`config.mk`:
```
export PLATFORM = sky130hd
export DESIGN_NAME = ocdt_clock_ctrl
export DESIGN_NICKNAME = d
export VERILOG_FILES = /design/src/ocdt_pkg.sv /design/src/ocdt_clock_ctrl.sv
export SDC_FILE = /design/constraint.sdc
export NUM_CORES = 1
export LEC_CHECK = 0
export BUFFER_PORTS_ARGS = -buffer_cell sky130_fd_sc_hd__buf_2
export CAP_MARGIN = 20
export CORE_MARGIN = 2
export CORE_UTILIZATION = 50
export DETAILED_ROUTE_END_ITERATION = 8
export GPL_TIMING_DRIVEN = 0
export PLACE_DENSITY = 0.86
export SLEW_MARGIN = 20
export SYNTH_ARGS = -nofsm -noshare
export SYNTH_HDL_FRONTEND = slang
export SYNTH_SLANG_ARGS = --single-unit
export TNS_END_PERCENT = 30
```
`constraint.sdc`:
```
create_clock -name ref_clk -period 4.1 [get_ports ref_clk]
set_input_delay 0.41 -clock ref_clk [delete_from_list [all_inputs] [get_ports ref_clk]]
set_output_delay 0.41 -clock ref_clk [all_outputs]
set_load 0.005 [all_outputs]
```
`src/ocdt_pkg.sv`:
```
// shared constants for the oscillator control, divider and tune block
package ocdt_pkg;
	// register byte offsets on the apb bus
	localparam logic [11:0] OFS_OSC = 12'h000;
	localparam logic [11:0] OFS_DIV = 12'h004;
	localparam logic [11:0] OFS_TRIM = 12'h008;

	// oscillator_control field positions
	localparam int OSC_SWREQ = 0;
	localparam int OSC_SECEN = 1;
	localparam int OSC_PSLP = 2;
	localparam int OSC_CF = 3;
	localparam int OSC_PLLLK = 5;
	localparam int OSC_PINLK = 6;
	localparam int OSC_SWLK = 7;
	localparam int OSC_NEW_LSB = 8;
	localparam int OSC_CUR_LSB = 12;

	// clock_divider field positions
	localparam int DIV_PLL_ENABLE_BIT = 5;
	localparam int DIV_SYS_LSB = 6;
	localparam int DIV_FRC_LSB = 8;
	localparam int DIV_DZEN = 11;
	localparam int DIV_DZ_LSB = 12;
	localparam int DIV_ROI = 15;

	// reset values
	localparam logic [15:0] DIV_RESET = 16'h0100;
	localparam logic [5:0] TRIM_RESET = 6'h00;

	// source codes of new_source_select
	localparam logic [2:0] SRC_FRC = 3'h0;
	localparam logic [2:0] SRC_FRC_PLL = 3'h1;
	localparam logic [2:0] SRC_PRI = 3'h2;
	localparam logic [2:0] SRC_PRI_PLL = 3'h3;
	localparam logic [2:0] SRC_SEC = 3'h4;
	localparam logic [2:0] SRC_LOW_POWER_RC_SOURCE = 3'h5;
	localparam logic [2:0] SRC_RSVD = 3'h6;
	localparam logic [2:0] SRC_FRC_DIV = 3'h7;

	// postscale code whose divide is 256 rather than 128
	localparam logic [2:0] FRC_CODE_TOP = 3'h7;
	localparam logic [3:0] FRC_LOG2_TOP = 4'h8;

	// switch engine states
	typedef enum logic [1:0] {
		OCDT_IDLE = 2'b01,
		OCDT_WAIT = 2'b10
	} ocdt_state_t;

	// true for the two sources that run through the pll
	function automatic logic src_uses_pll(input logic [2:0] code);
		return (code == SRC_FRC_PLL) || (code == SRC_PRI_PLL);
	endfunction

	// true for the two primary-oscillator sources
	function automatic logic src_uses_pri(input logic [2:0] code);
		return (code == SRC_PRI) || (code == SRC_PRI_PLL);
	endfunction
endpackage

```
`src/ocdt_clock_ctrl.sv`:
```
// oscillator control, clock divider and fast rc trim registers on apb
//
// Operation
// - monitor on: switch_lock freezes source selection
// - monitor off: selection never locked
// - pin_map_lock needs unlock; one-way blocks clear
// - pll lock bit mirrors pll lock
// - lock bit zero while switching, on non-pll source or with pll_enable_bit off
// - clock_fail_flag set on detected failure
// - primary_sleep_keep keeps primary running asleep
// - secondary_osc_enable turns secondary oscillator on
// - switch_request starts switch, hardware clears it
// - interrupt clears ratio enable when recover set
// - ratio select gives 1:2 to the n
// - ratio enable off forces 1:1
// - fast rc postscale 2^n, code 7 256
// - system postscale divides by 1,2,4,8
// - pll_enable_bit turns the pll on
// - divider bits 4..0 read zero
// - signed trim, zero is calibrated centre
// - trim steps need not be even
// - any of seven sources selectable while idle and not locked
// - primary submode fixed by configuration only
// - switching disabled holds switch_request at zero
// - source codes per new_source_select encoding
`timescale 1ns/1ps
`default_nettype none

module ocdt_clock_ctrl (
	input wire logic ref_clk,
	input wire logic reset,
	input wire logic [11:0] paddr,
	input wire logic psel,
	input wire logic penable,
	input wire logic pwrite,
	input wire logic [31:0] pwdata,
	input wire logic [3:0] pstrb,
	output logic [31:0] prdata,
	output logic pready,
	output logic pslverr,
	input wire logic monitor_config_msb,
	input wire logic switching_enabled,
	input wire logic pin_map_one_way,
	input wire logic pin_map_unlock,
	input wire logic [2:0] reset_source_config,
	input wire logic [1:0] primary_submode_config,
	input wire logic pll_lock_pin,
	input wire logic clock_fail_pin,
	input wire logic source_ready_pin,
	input wire logic interrupt_event,
	input wire logic sleep_mode,
	output logic primary_osc_run,
	output logic [1:0] primary_submode,
	output logic secondary_osc_run,
	output logic pll_run,
	output logic [2:0] current_source,
	output logic switch_busy,
	output logic pin_map_locked,
	output logic [2:0] peripheral_ratio_log2,
	output logic [3:0] fast_rc_div_log2,
	output logic [1:0] system_div_log2,
	output logic [5:0] fast_rc_trim_out
);

	// register state
	ocdt_pkg::ocdt_state_t state_ff, nxt_state;
	logic sw_req_ff, nxt_sw_req;
	logic sw_lock_ff, nxt_sw_lock;
	logic pin_lock_ff, nxt_pin_lock;
	logic pll_lock_ff, nxt_pll_lock;
	logic cf_ff, nxt_cf;
	logic pslp_ff, nxt_pslp;
	logic secen_ff, nxt_secen;
	logic [2:0] new_src_ff, nxt_new_src;
	logic [2:0] cur_src_ff, nxt_cur_src;
	logic [15:0] div_ff, nxt_div;
	logic [5:0] trim_ff, nxt_trim;
	logic [31:0] prdata_ff, nxt_prdata;
	logic [2:0] pin_meta_ff, pin_sync_ff;

	// bus decode
	wire logic setup = psel && !penable;
	wire logic wr_en = psel && penable && pwrite;
	wire logic hit_osc = paddr == ocdt_pkg::OFS_OSC;
	wire logic hit_div = paddr == ocdt_pkg::OFS_DIV;
	wire logic hit_trim = paddr == ocdt_pkg::OFS_TRIM;
	wire logic addr_hit = hit_osc || hit_div || hit_trim;
	wire logic wr_osc_lo = wr_en && hit_osc && pstrb[0];
	wire logic wr_osc_hi = wr_en && hit_osc && pstrb[1];
	wire logic wr_div_lo = wr_en && hit_div && pstrb[0];
	wire logic wr_div_hi = wr_en && hit_div && pstrb[1];
	wire logic wr_trim = wr_en && hit_trim && pstrb[0];

	// synchronised pins: pll lock, clock failure, new source stable
	wire logic pll_sync = pin_sync_ff[0];
	wire logic fail_sync = pin_sync_ff[1];
	wire logic ready_sync = pin_sync_ff[2];

	// lock only counts with the monitor configured on
	wire logic lock_active = monitor_config_msb && sw_lock_ff;
	wire logic idle = state_ff == ocdt_pkg::OCDT_IDLE;
	wire logic waiting = state_ff == ocdt_pkg::OCDT_WAIT;
	// reserved code is treated like a redundant request and dropped
	wire logic redundant = (new_src_ff == cur_src_ff)
		|| (new_src_ff == ocdt_pkg::SRC_RSVD);
	wire logic start_sw = idle && sw_req_ff && !redundant;
	wire logic drop_sw = idle && sw_req_ff && redundant;
	wire logic new_pll = ocdt_pkg::src_uses_pll(new_src_ff);
	wire logic done_sw = waiting && ready_sync
		&& (!new_pll || pll_sync);
	wire logic sw_set = wr_osc_lo && !lock_active
		&& pwdata[ocdt_pkg::OSC_SWREQ];
	// selection frozen under lock and while a switch is in flight
	wire logic new_wr = wr_osc_hi && !lock_active && idle;

	// divider fields
	wire logic recover_on_interrupt = div_ff[ocdt_pkg::DIV_ROI];
	wire logic peripheral_ratio_enable = div_ff[ocdt_pkg::DIV_DZEN];
	wire logic [2:0] peripheral_ratio_select_sel = div_ff[ocdt_pkg::DIV_DZ_LSB +: 3];
	wire logic [2:0] frc_code = div_ff[ocdt_pkg::DIV_FRC_LSB +: 3];
	wire logic pll_en = div_ff[ocdt_pkg::DIV_PLL_ENABLE_BIT];

	// pin inputs pass two flops before any logic reads them
	always_ff @(posedge ref_clk) begin
		pin_meta_ff <= {source_ready_pin, clock_fail_pin, pll_lock_pin};
		pin_sync_ff <= pin_meta_ff;
	end

	// switch engine: wait for the new source, then adopt it
	always_comb begin
		nxt_state = state_ff;
		nxt_cur_src = cur_src_ff;
		unique case (state_ff)
			ocdt_pkg::OCDT_IDLE: begin
				if (start_sw) begin
					nxt_state = ocdt_pkg::OCDT_WAIT;
				end
			end
			ocdt_pkg::OCDT_WAIT: begin
				if (done_sw) begin
					nxt_state = ocdt_pkg::OCDT_IDLE;
					nxt_cur_src = new_src_ff;
				end
			end
			default: begin
				nxt_state = ocdt_pkg::OCDT_IDLE;
			end
		endcase
	end

	// switch request: software sets, hardware clears when done
	always_comb begin
		nxt_sw_req = sw_req_ff;
		if (drop_sw || done_sw) begin
			nxt_sw_req = 1'b0;
		end
		if (sw_set) begin
			nxt_sw_req = 1'b1;
		end
		if (!switching_enabled) begin
			nxt_sw_req = 1'b0;
		end
	end

	// oscillator_control low byte and selection
	always_comb begin
		nxt_sw_lock = sw_lock_ff;
		nxt_pslp = pslp_ff;
		nxt_secen = secen_ff;
		nxt_pin_lock = pin_lock_ff;
		nxt_new_src = new_src_ff;
		nxt_cf = cf_ff;
		if (wr_osc_lo) begin
			nxt_sw_lock = pwdata[ocdt_pkg::OSC_SWLK];
			nxt_pslp = pwdata[ocdt_pkg::OSC_PSLP];
			nxt_secen = pwdata[ocdt_pkg::OSC_SECEN];
			// pin lock moves only after unlock; one-way forbids clear
			if (pin_map_unlock && !(pin_map_one_way && pin_lock_ff)) begin
				nxt_pin_lock = pwdata[ocdt_pkg::OSC_PINLK];
			end
			if (!pwdata[ocdt_pkg::OSC_CF]) begin
				nxt_cf = 1'b0;
			end
		end
		if (new_wr) begin
			nxt_new_src = pwdata[ocdt_pkg::OSC_NEW_LSB +: 3];
		end
		if (start_sw) begin
			nxt_cf = 1'b0;
		end
		// a failure in the clearing cycle is kept
		if (fail_sync) begin
			nxt_cf = 1'b1;
		end
	end

	// lock status: real lock, pll running, pll source, no switch under way
	assign nxt_pll_lock = pll_sync && pll_run
		&& ocdt_pkg::src_uses_pll(cur_src_ff) && idle;

	// clock_divider; interrupt recovery beats a same-cycle write
	always_comb begin
		nxt_div = div_ff;
		if (wr_div_hi) begin
			nxt_div[15:8] = pwdata[15:8];
		end
		if (wr_div_lo) begin
			nxt_div[7:5] = pwdata[7:5];
		end
		if (interrupt_event && nxt_div[ocdt_pkg::DIV_ROI]) begin
			nxt_div[ocdt_pkg::DIV_DZEN] = 1'b0;
		end
		nxt_div[4:0] = 5'h00;
	end

	// trim is stored as written; its effect on frequency is analog
	assign nxt_trim = wr_trim ? pwdata[5:0] : trim_ff;

	// read data is latched in the setup cycle, shown in access
	wire logic [15:0] osc_rd = {1'b0, cur_src_ff, 1'b0, new_src_ff,
		sw_lock_ff, pin_lock_ff, pll_lock_ff, 1'b0, cf_ff,
		pslp_ff, secen_ff, sw_req_ff};
	wire logic [15:0] sel_rd = hit_osc ? osc_rd
		: hit_div ? {div_ff[15:5], 5'h00}
		: hit_trim ? {10'h000, trim_ff}
		: 16'h0000;
	assign nxt_prdata = (setup && !pwrite) ? {16'h0000, sel_rd}
		: prdata_ff;

	// state registers; selections load from the reset straps
	always_ff @(posedge ref_clk) begin
		if (reset) begin
			state_ff <= ocdt_pkg::OCDT_IDLE;
			sw_req_ff <= 1'b0;
			sw_lock_ff <= 1'b0;
			pin_lock_ff <= 1'b0;
			pll_lock_ff <= 1'b0;
			cf_ff <= 1'b0;
			pslp_ff <= 1'b0;
			secen_ff <= 1'b0;
			new_src_ff <= reset_source_config;
			cur_src_ff <= reset_source_config;
			div_ff <= ocdt_pkg::DIV_RESET;
			trim_ff <= ocdt_pkg::TRIM_RESET;
			prdata_ff <= 32'h0000_0000;
		end else begin
			state_ff <= nxt_state;
			sw_req_ff <= nxt_sw_req;
			sw_lock_ff <= nxt_sw_lock;
			pin_lock_ff <= nxt_pin_lock;
			pll_lock_ff <= nxt_pll_lock;
			cf_ff <= nxt_cf;
			pslp_ff <= nxt_pslp;
			secen_ff <= nxt_secen;
			new_src_ff <= nxt_new_src;
			cur_src_ff <= nxt_cur_src;
			div_ff <= nxt_div;
			trim_ff <= nxt_trim;
			prdata_ff <= nxt_prdata;
		end
	end

	// bus answers: zero wait states, error on unmapped address
	assign pready = 1'b1;
	assign pslverr = psel && penable && !addr_hit;
	assign prdata = prdata_ff;

	// oscillator enables; primary submode only from configuration
	wire logic pri_used = ocdt_pkg::src_uses_pri(cur_src_ff)
		|| (waiting && ocdt_pkg::src_uses_pri(new_src_ff));
	assign primary_osc_run = pri_used
		&& (!sleep_mode || pslp_ff);
	assign primary_submode = primary_submode_config;
	assign secondary_osc_run = secen_ff
		|| cur_src_ff == ocdt_pkg::SRC_SEC;
	assign pll_run = pll_en;
	assign current_source = cur_src_ff;
	assign switch_busy = waiting;
	assign pin_map_locked = pin_lock_ff;

	// divide ratios as powers of two
	assign peripheral_ratio_log2 = peripheral_ratio_enable ? peripheral_ratio_select_sel : 3'h0;
	assign fast_rc_div_log2 = (frc_code == ocdt_pkg::FRC_CODE_TOP)
		? ocdt_pkg::FRC_LOG2_TOP : {1'b0, frc_code};
	// slow codes are the caller's job to avoid while usb runs
	assign system_div_log2 = div_ff[ocdt_pkg::DIV_SYS_LSB +: 2];
	assign fast_rc_trim_out = trim_ff;
endmodule // ocdt_clock_ctrl

`default_nettype wire

```
==> flow_metrics.env, run 1 <==
export IMPL_seqPwrFrac=0.559
export IMPL_synthTopCellsByCount="48 x dfxtp_1, 37 x nand2_1, 22 x buf_4, 22 x nor2_1, 20 x o21ai_0"
export IMPL_peakVddDrop_mv=0.244
export IMPL_clk_latency_ps=310
export IMPL_synth_flop_cell="dfxtp_1"
export IMPL_rsz0062_at_grt="no"
export IMPL_drc=0
export IMPL_async_flop_share=0
export IMPL_period_share=0.455
export IMPL_reg2reg_slack_ps=2420
export IMPL_grt_pass1_wl_mm=11.0
export IMPL_critPathRequiredTime_ps=3690
export IMPL_synth_area_sq_um=2610
export IMPL_dp_hpwl_mm=5.11
export IMPL_ys_types=53
export IMPL_status="complete, no violations"
export IMPL_initial_core_util=0.514
export IMPL_p_leak_uw=0.00157
export IMPL_clkPwrFrac=0.332
export IMPL_holdWs_ps=204
export IMPL_cts_setup_buffers=0
export IMPL_cp_startpoint="paddr[5]"
export IMPL_setup_violations=0
export IMPL_hold_depth=1
export IMPL_cts_tree="done"
export IMPL_clock_fmax_ghz=0.536
export IMPL_hp_start="source_ready_pin"
export IMPL_min_path_type="in -> reg"
export IMPL_timing_slew_headroom=0.658
export IMPL_seq_area_frac_synth=0.438
export IMPL_dp_cells=464
export IMPL_place_worst_setup_slack_ps=2110
export IMPL_tightestPinTransition_ps=514
export IMPL_swShare=0.242
export IMPL_crit_arrival_ps=1460
export IMPL_areaGrowthSynthToFinish_pct=26.1
export IMPL_cts_sinks=54
export IMPL_coreArea_sq_um=5070
export IMPL_critPathMaxFanout=8
export IMPL_combPwrFrac=0.109
export IMPL_syn_avg_cell_area_sq_um=8.90
export IMPL_worst_setup_path_end_kind="output pin"
export IMPL_synth_top_cell_area_share=0.369
export IMPL_clk_path_buf_depth=2
export IMPL_finalSetupTns_ps=0
export IMPL_whs_endpoint="pin_meta_ff[2]"
export IMPL_yosys_warnings=0
export IMPL_synth_most_common_cell="dfxtp_1"
export IMPL_netlist_instances=293
export IMPL_startpoint_type="primary input"
export IMPL_hold_buffers=0
export IMPL_drt_wl_total_mm=6.64
export IMPL_cts_max_level=2
export IMPL_ctsRootBufferMaster="clkbuf_8"
export IMPL_grt_use_total=0.234
export IMPL_gp_congestion=0.854
export IMPL_pin_count=126
export IMPL_detail_route_antenna_nets=0
export IMPL_dieWidth_um=76.2
export IMPL_finalCriticalPeriod_ps=1870
export IMPL_die_h_um=76.2
export IMPL_drtIter0Drc=135
export IMPL_layout_nets=468
export IMPL_drv_slew=0
export IMPL_reg2reg_depth=5
export IMPL_p_switching_uw=240
export IMPL_post_drt_wl_per_cell_um=14.1
export IMPL_regToRegEndpoint="state_ff[1]"
export IMPL_dieArea_sq_um=5810
export IMPL_ctsResizeCount=0
export IMPL_io_buffers=86
export IMPL_reg2reg_from="current_source[2]"
export IMPL_netlist_top_cells_area="dfxtp_1 37%, edfxtp_1 6.9%, buf_4 6.3%, nand2_1 5.3%, mux2i_1 5.0%"
export IMPL_max_cap_violations=0
export IMPL_synth_seq_cells=54
export IMPL_rows=26
export IMPL_clkTransAtPathRegs_ps=80
export IMPL_drive_gt1_frac=0.331
export IMPL_grt_ovfl_total=0
export IMPL_vias=2443
export IMPL_intPower_uw=753
export IMPL_cts_made_buffers=5
export IMPL_grt_pass1_vias=2348
export IMPL_hold_viol_final=0
export IMPL_p_per_area_nw_per_um2=302
export IMPL_grt_max_degree=17
export IMPL_final_setup_skew_ps=12.6
export IMPL_synth_edff_count=6
export IMPL_worst_slack_ps=2230
export IMPL_dr_pass1_iters=4
export IMPL_viasPerCell=5.18
export IMPL_final_cells=472
export IMPL_synth_top_area_cell="dfxtp_1"
export IMPL_antenna_found_initial=0
export IMPL_total_power_uw=993
export IMPL_antennaDiodeCount=0
export IMPL_critical_path_class="in -> out"
==> critical path, stage by stage <==
cell and delay [ps]:
buf_2 110, nor4_4 370, and3_1 240, buf_6 130, a21oi_1 70, buf_2 120
==> registers in the layout, summed over array words and instances, names as in the netlist <==
register and flops:
cf_ff 1, current_source 3, div_ff 11, fast_rc_trim_out 6, new_src_ff 3, pin_map_locked 1, pin_meta_ff 3, pin_sync_ff 3
pll_lock_ff 1, prdata 16, pslp_ff 1, secen_ff 1, state_ff 2, sw_lock_ff 1, sw_req_ff 1
==> cells in the final DEF, fill, tap and decap left out, types with 2 or more instances in the layout <==
| cell type | count |
|---|---|
| and2_1 | 4 |
| mux2i_1 | 13 |
| nand4_2 | 2 |
| clkbuf_8 | 5 |
| o211ai_1 | 2 |
| nand4_1 | 4 |
| inv_1 | 15 |
| nor2b_1 | 7 |
| clkbuf_1 | 9 |
| a21o_1 | 2 |
| nand2_1 | 37 |
| nor2_1 | 22 |
| mux2_2 | 6 |
| o21a_1 | 2 |
| a22oi_1 | 8 |
| buf_2 | 87 |
| nor4_1 | 2 |
| nor4_4 | 2 |
| and3_1 | 2 |
| edfxtp_1 | 6 |
| conb_1 | 17 |
| a21oi_1 | 18 |
| o32a_1 | 2 |
| o21ai_0 | 20 |
| dfxtp_1 | 48 |
| buf_4 | 22 |
| nand3_1 | 9 |
==> metrics by stage <==
| stage | utilization | cell area (sq um) |
|---|---|---|
| floorplan | - | 2660 |
| global placement | 0.627 | 3180 |
| detailed placement | 0.627 | 3180 |
| CTS | 0.647 | 3290 |
| global route | 0.647 | 3290 |
| finish | 0.647 | 3290 |
==> power by group through the flow <==
stage | Combinational (uW) | Clock [uW] | Sequential [uW]
finish | 108 | 329 | 555
global route | 121 | 354 | 557
CTS | 107 | 331 | 555
detailed placement | 106 | 0 | 567
global placement | 103 | 0 | 566
floorplan | 63.1 | 0 | 564
==> layer usage <==
| layer | share of wire | up-vias | track usage |
|---|---|---|---|
| met5 | 0 | - | 0 |
| met4 | 0.022 | 0 | 0.0855 |
| met3 | 0.067 | 14 | 0.0521 |
| met2 | 0.49 | 103 | 0.405 |
| met1 | 0.42 | 1123 | 0.287 |
| li1 | - | 1203 | - |
==> worst max-delay path by stage <==
stage | to | slack [ps]
CTS | pslverr | 2220
floorplan | new_src_ff[0] | 2410
finish | pslverr | 2230
global placement | div_ff[8] | 2140
global route | pslverr | 2150
detailed placement | new_src_ff[2] | 2110
==> logic make-up after synthesis <==
family          after synthesis  synth area share
buf+inv                      48             0.104
flops                        54             0.438
other cells                   2           0.00288
simple gates                101             0.211
xor+xnor                      1           0.00336
compound gates               68             0.165
mux                          19            0.0758
==> final cells by class <==
class / count / area, sq um
repair buffers: 86 / 430
clock buffers: 7 / 97.6
inverters: 15 / 56.3
flip-flops and latches: 54 / 1140
fillers: 430 / 1790
well taps: 70 / 87.6
multi-input cells: 206 / 1250
plain buffers: 33 / 215
clock inverters: 1 / 7.51
Note: power is estimated with default switching activity, not from simulation.
==> run 2: changes to the inputs <==
--- a/config.mk
+++ b/config.mk
@@ -8,10 +8,10 @@
 export BUFFER_PORTS_ARGS = -buffer_cell sky130_fd_sc_hd__buf_2
 export CAP_MARGIN = 20
 export CORE_MARGIN = 2
-export CORE_UTILIZATION = 50
+export CORE_UTILIZATION = 42
 export DETAILED_ROUTE_END_ITERATION = 8
 export GPL_TIMING_DRIVEN = 0
-export PLACE_DENSITY = 0.86
+export PLACE_DENSITY = 0.77
 export SLEW_MARGIN = 20
 export SYNTH_ARGS = -nofsm -noshare
 export SYNTH_HDL_FRONTEND = slang
==> constraint.sdc (replaced) <==
create_clock -name ref_clk -period 1.7 [get_ports ref_clk]
set_input_delay 0.17 -clock ref_clk [delete_from_list [all_inputs] [get_ports ref_clk]]
set_output_delay 0.17 -clock ref_clk [all_outputs]
set_load 0.005 [all_outputs]
==> run 2 against run 1 <==
Net effect: worst setup slack lost 2100 ps; combinational power up 150%; sequential share of layout area is 0.30 points lower; wire length down 0.38%; critical path depth is 1 lower; sequential power is 140% higher; critical path type is now reg -> reg; critical endpoint is now state_ff[1]; highest routed layer unchanged.
==> flow_metrics.env, run 2 (synthesis results as in run 1) <==
export IMPL_initial_core_util=0.438
export IMPL_tightestPinTransition_ps=543
export IMPL_grt_use_total=0.198
export IMPL_detail_route_antenna_nets=0
export IMPL_cts_max_level=2
export IMPL_cts_setup_buffers=0
export IMPL_crit_arrival_ps=1770
export IMPL_min_path_type="in -> reg"
export IMPL_hp_start="pwdata[8]"
export IMPL_worst_slack_ps=116
export IMPL_mostFrequentLayoutCell="buf_2"
export IMPL_critPathRequiredTime_ps=1880
export IMPL_viasPerCell=4.92
export IMPL_p_per_area_nw_per_um2=705
export IMPL_final_cell_mix="87 x buf_2, 48 x dfxtp_1, 37 x nand2_1, 22 x buf_4, 22 x nor2_1"
export IMPL_seqPwrFrac=0.573
export IMPL_dieArea_sq_um=6850
export IMPL_clkPwrFrac=0.312
export IMPL_pin_count=126
export IMPL_ctsRootBufferMaster="clkbuf_8"
export IMPL_clk_latency_ps=310
export IMPL_io_buffers=86
export IMPL_clk_path_buf_depth=2
export IMPL_layout_nets=471
export IMPL_combPwrFrac=0.115
export IMPL_finalCriticalPeriod_ps=1580
export IMPL_areaGrowthSynthToFinish_pct=27.2
export IMPL_coreArea_sq_um=5960
export IMPL_p_leak_uw=0.00158
export IMPL_dp_hpwl_mm=5.18
export IMPL_reg2reg_from="current_source[2]"
export IMPL_grt_pass1_vias=2070
export IMPL_holdWs_ps=94.2
export IMPL_whs_endpoint="div_ff[8]"
export IMPL_dieWidth_um=82.8
export IMPL_cts_tree="done"
export IMPL_startpoint_type="flip-flop"
export IMPL_critPathMaxFanout=7
export IMPL_fillCellCount=553
export IMPL_dr_pass1_iters=4
export IMPL_grt_max_degree=16
export IMPL_period_share=0.932
export IMPL_worst_setup_path_end_kind="flip-flop"
export IMPL_grt_pass1_wl_mm=9.98
export IMPL_drt_wl_total_mm=6.62
export IMPL_antenna_found_initial=0
export IMPL_cts_sinks=54
export IMPL_intPower_uw=1770
export IMPL_rsz0062_at_grt="no"
export IMPL_place_worst_setup_slack_ps=-71.7
export IMPL_rows=28
export IMPL_hold_depth=2
export IMPL_total_power_uw=2340
export IMPL_post_drt_wl_per_cell_um=13.8
export IMPL_dp_cells=469
export IMPL_peakVddDrop_mv=0.604
export IMPL_final_cells=480
export IMPL_hold_viol_final=0
export IMPL_final_setup_skew_ps=5.54
export IMPL_reg2reg_depth=5
export IMPL_finalSetupTns_ps=0
export IMPL_clock_fmax_ghz=0.631
export IMPL_critical_path_class="reg -> reg"
export IMPL_die_h_um=82.8
export IMPL_vias=2362
export IMPL_drc=0
export IMPL_largest_register_ffs=16
export IMPL_reg2reg_slack_ps=120
export IMPL_drv_slew=0
export IMPL_gp_congestion=0.810
export IMPL_max_cap_violations=0
export IMPL_drive_gt1_frac=0.331
export IMPL_p_switching_uw=567
export IMPL_grt_ovfl_total=0
export IMPL_status="complete, no violations"
export IMPL_drtIter0Drc=148
export IMPL_antennaDiodeCount=0
export IMPL_timing_slew_headroom=0.638
export IMPL_swShare=0.243
export IMPL_regToRegEndpoint="state_ff[1]"
export IMPL_clkTransAtPathRegs_ps=90
export IMPL_setup_violations=0
export IMPL_cts_made_buffers=5
## run 2: changes by cell type in the layout (fill, tap and decap cells not counted), sizes merged
cell         previous run  this run
clkinv                  0         1
clkinvlp                1         0
dlygate4sd3             0         3
## run 2: per-stage QoR
stage / cell area [sq um] / util
floorplan: 2660 / -
global placement: 3190 / 0.535
detailed placement: 3190 / 0.535
CTS: 3310 / 0.555
global route: 3310 / 0.557
finish: 3310 / 0.557
## run 2: worst max path at each step
stage / startpoint / endpoint / slack, ps / depth (start not counted)
2_1_floorplan: paddr[5] / new_src_ff[0] / 250 / 5
3_3_place_gp: paddr[9] / div_ff[8] / -20 / 6
3_5_place_dp: paddr[9] / div_ff[8] / -70 / 6
4_1_cts: current_source[2] / state_ff[0] / 50 / 5
5_1_grt: new_src_ff[2] / state_ff[1] / 30 / 5
6_report: current_source[2] / state_ff[1] / 120 / 5
## run 2: repair_timing
action                                 4_1_cts  5_1_grt
hold buffers                                 3        0
endpoints found under the hold margin        3        0
setup endpoints to repair                    0        2
gates resized for setup                      0        1
## run 2: critical path, cell delays in order (launching register included)
cell and delay (ps):
edfxtp_1 510, nor4_1 310, a31oi_1 90, o32a_1 220, o2bb2ai_2 220, o32ai_1 120
## run 2: cell type report
cell class	instances	area, sq um	share of cell area
multi-input combinational	206	1260	0.379
sequential	54	1140	0.344
tap	75	93.8	0.0283
clock inverter	1	5.00	0.00151
clock buffer	7	86.3	0.0260
inverter	15	56.3	0.0170
timing repair buffer	89	460	0.139
buffer	33	215	0.0649
## run 2: power groups by stage
stage | logic, uW | clock network (uW) | registers [uW]
final | 269 | 729 | 1340
after global routing | 302 | 807 | 1340
after CTS | 264 | 753 | 1340
after detailed placement | 258 | 0 | 1370
after global placement | 253 | 0 | 1370
after floorplan | 152 | 0 | 1360
## run 2: per-layer routing
metal,up-vias,global-route usage,wire (um),part of all wire
li1,1208,-,-,-
met1,1053,0.251,2800,0.42
met2,95,0.331,3150,0.48
met3,6,0.0509,587,0.089
met4,0,0.0607,74,0.011
met5,-,0,0,0
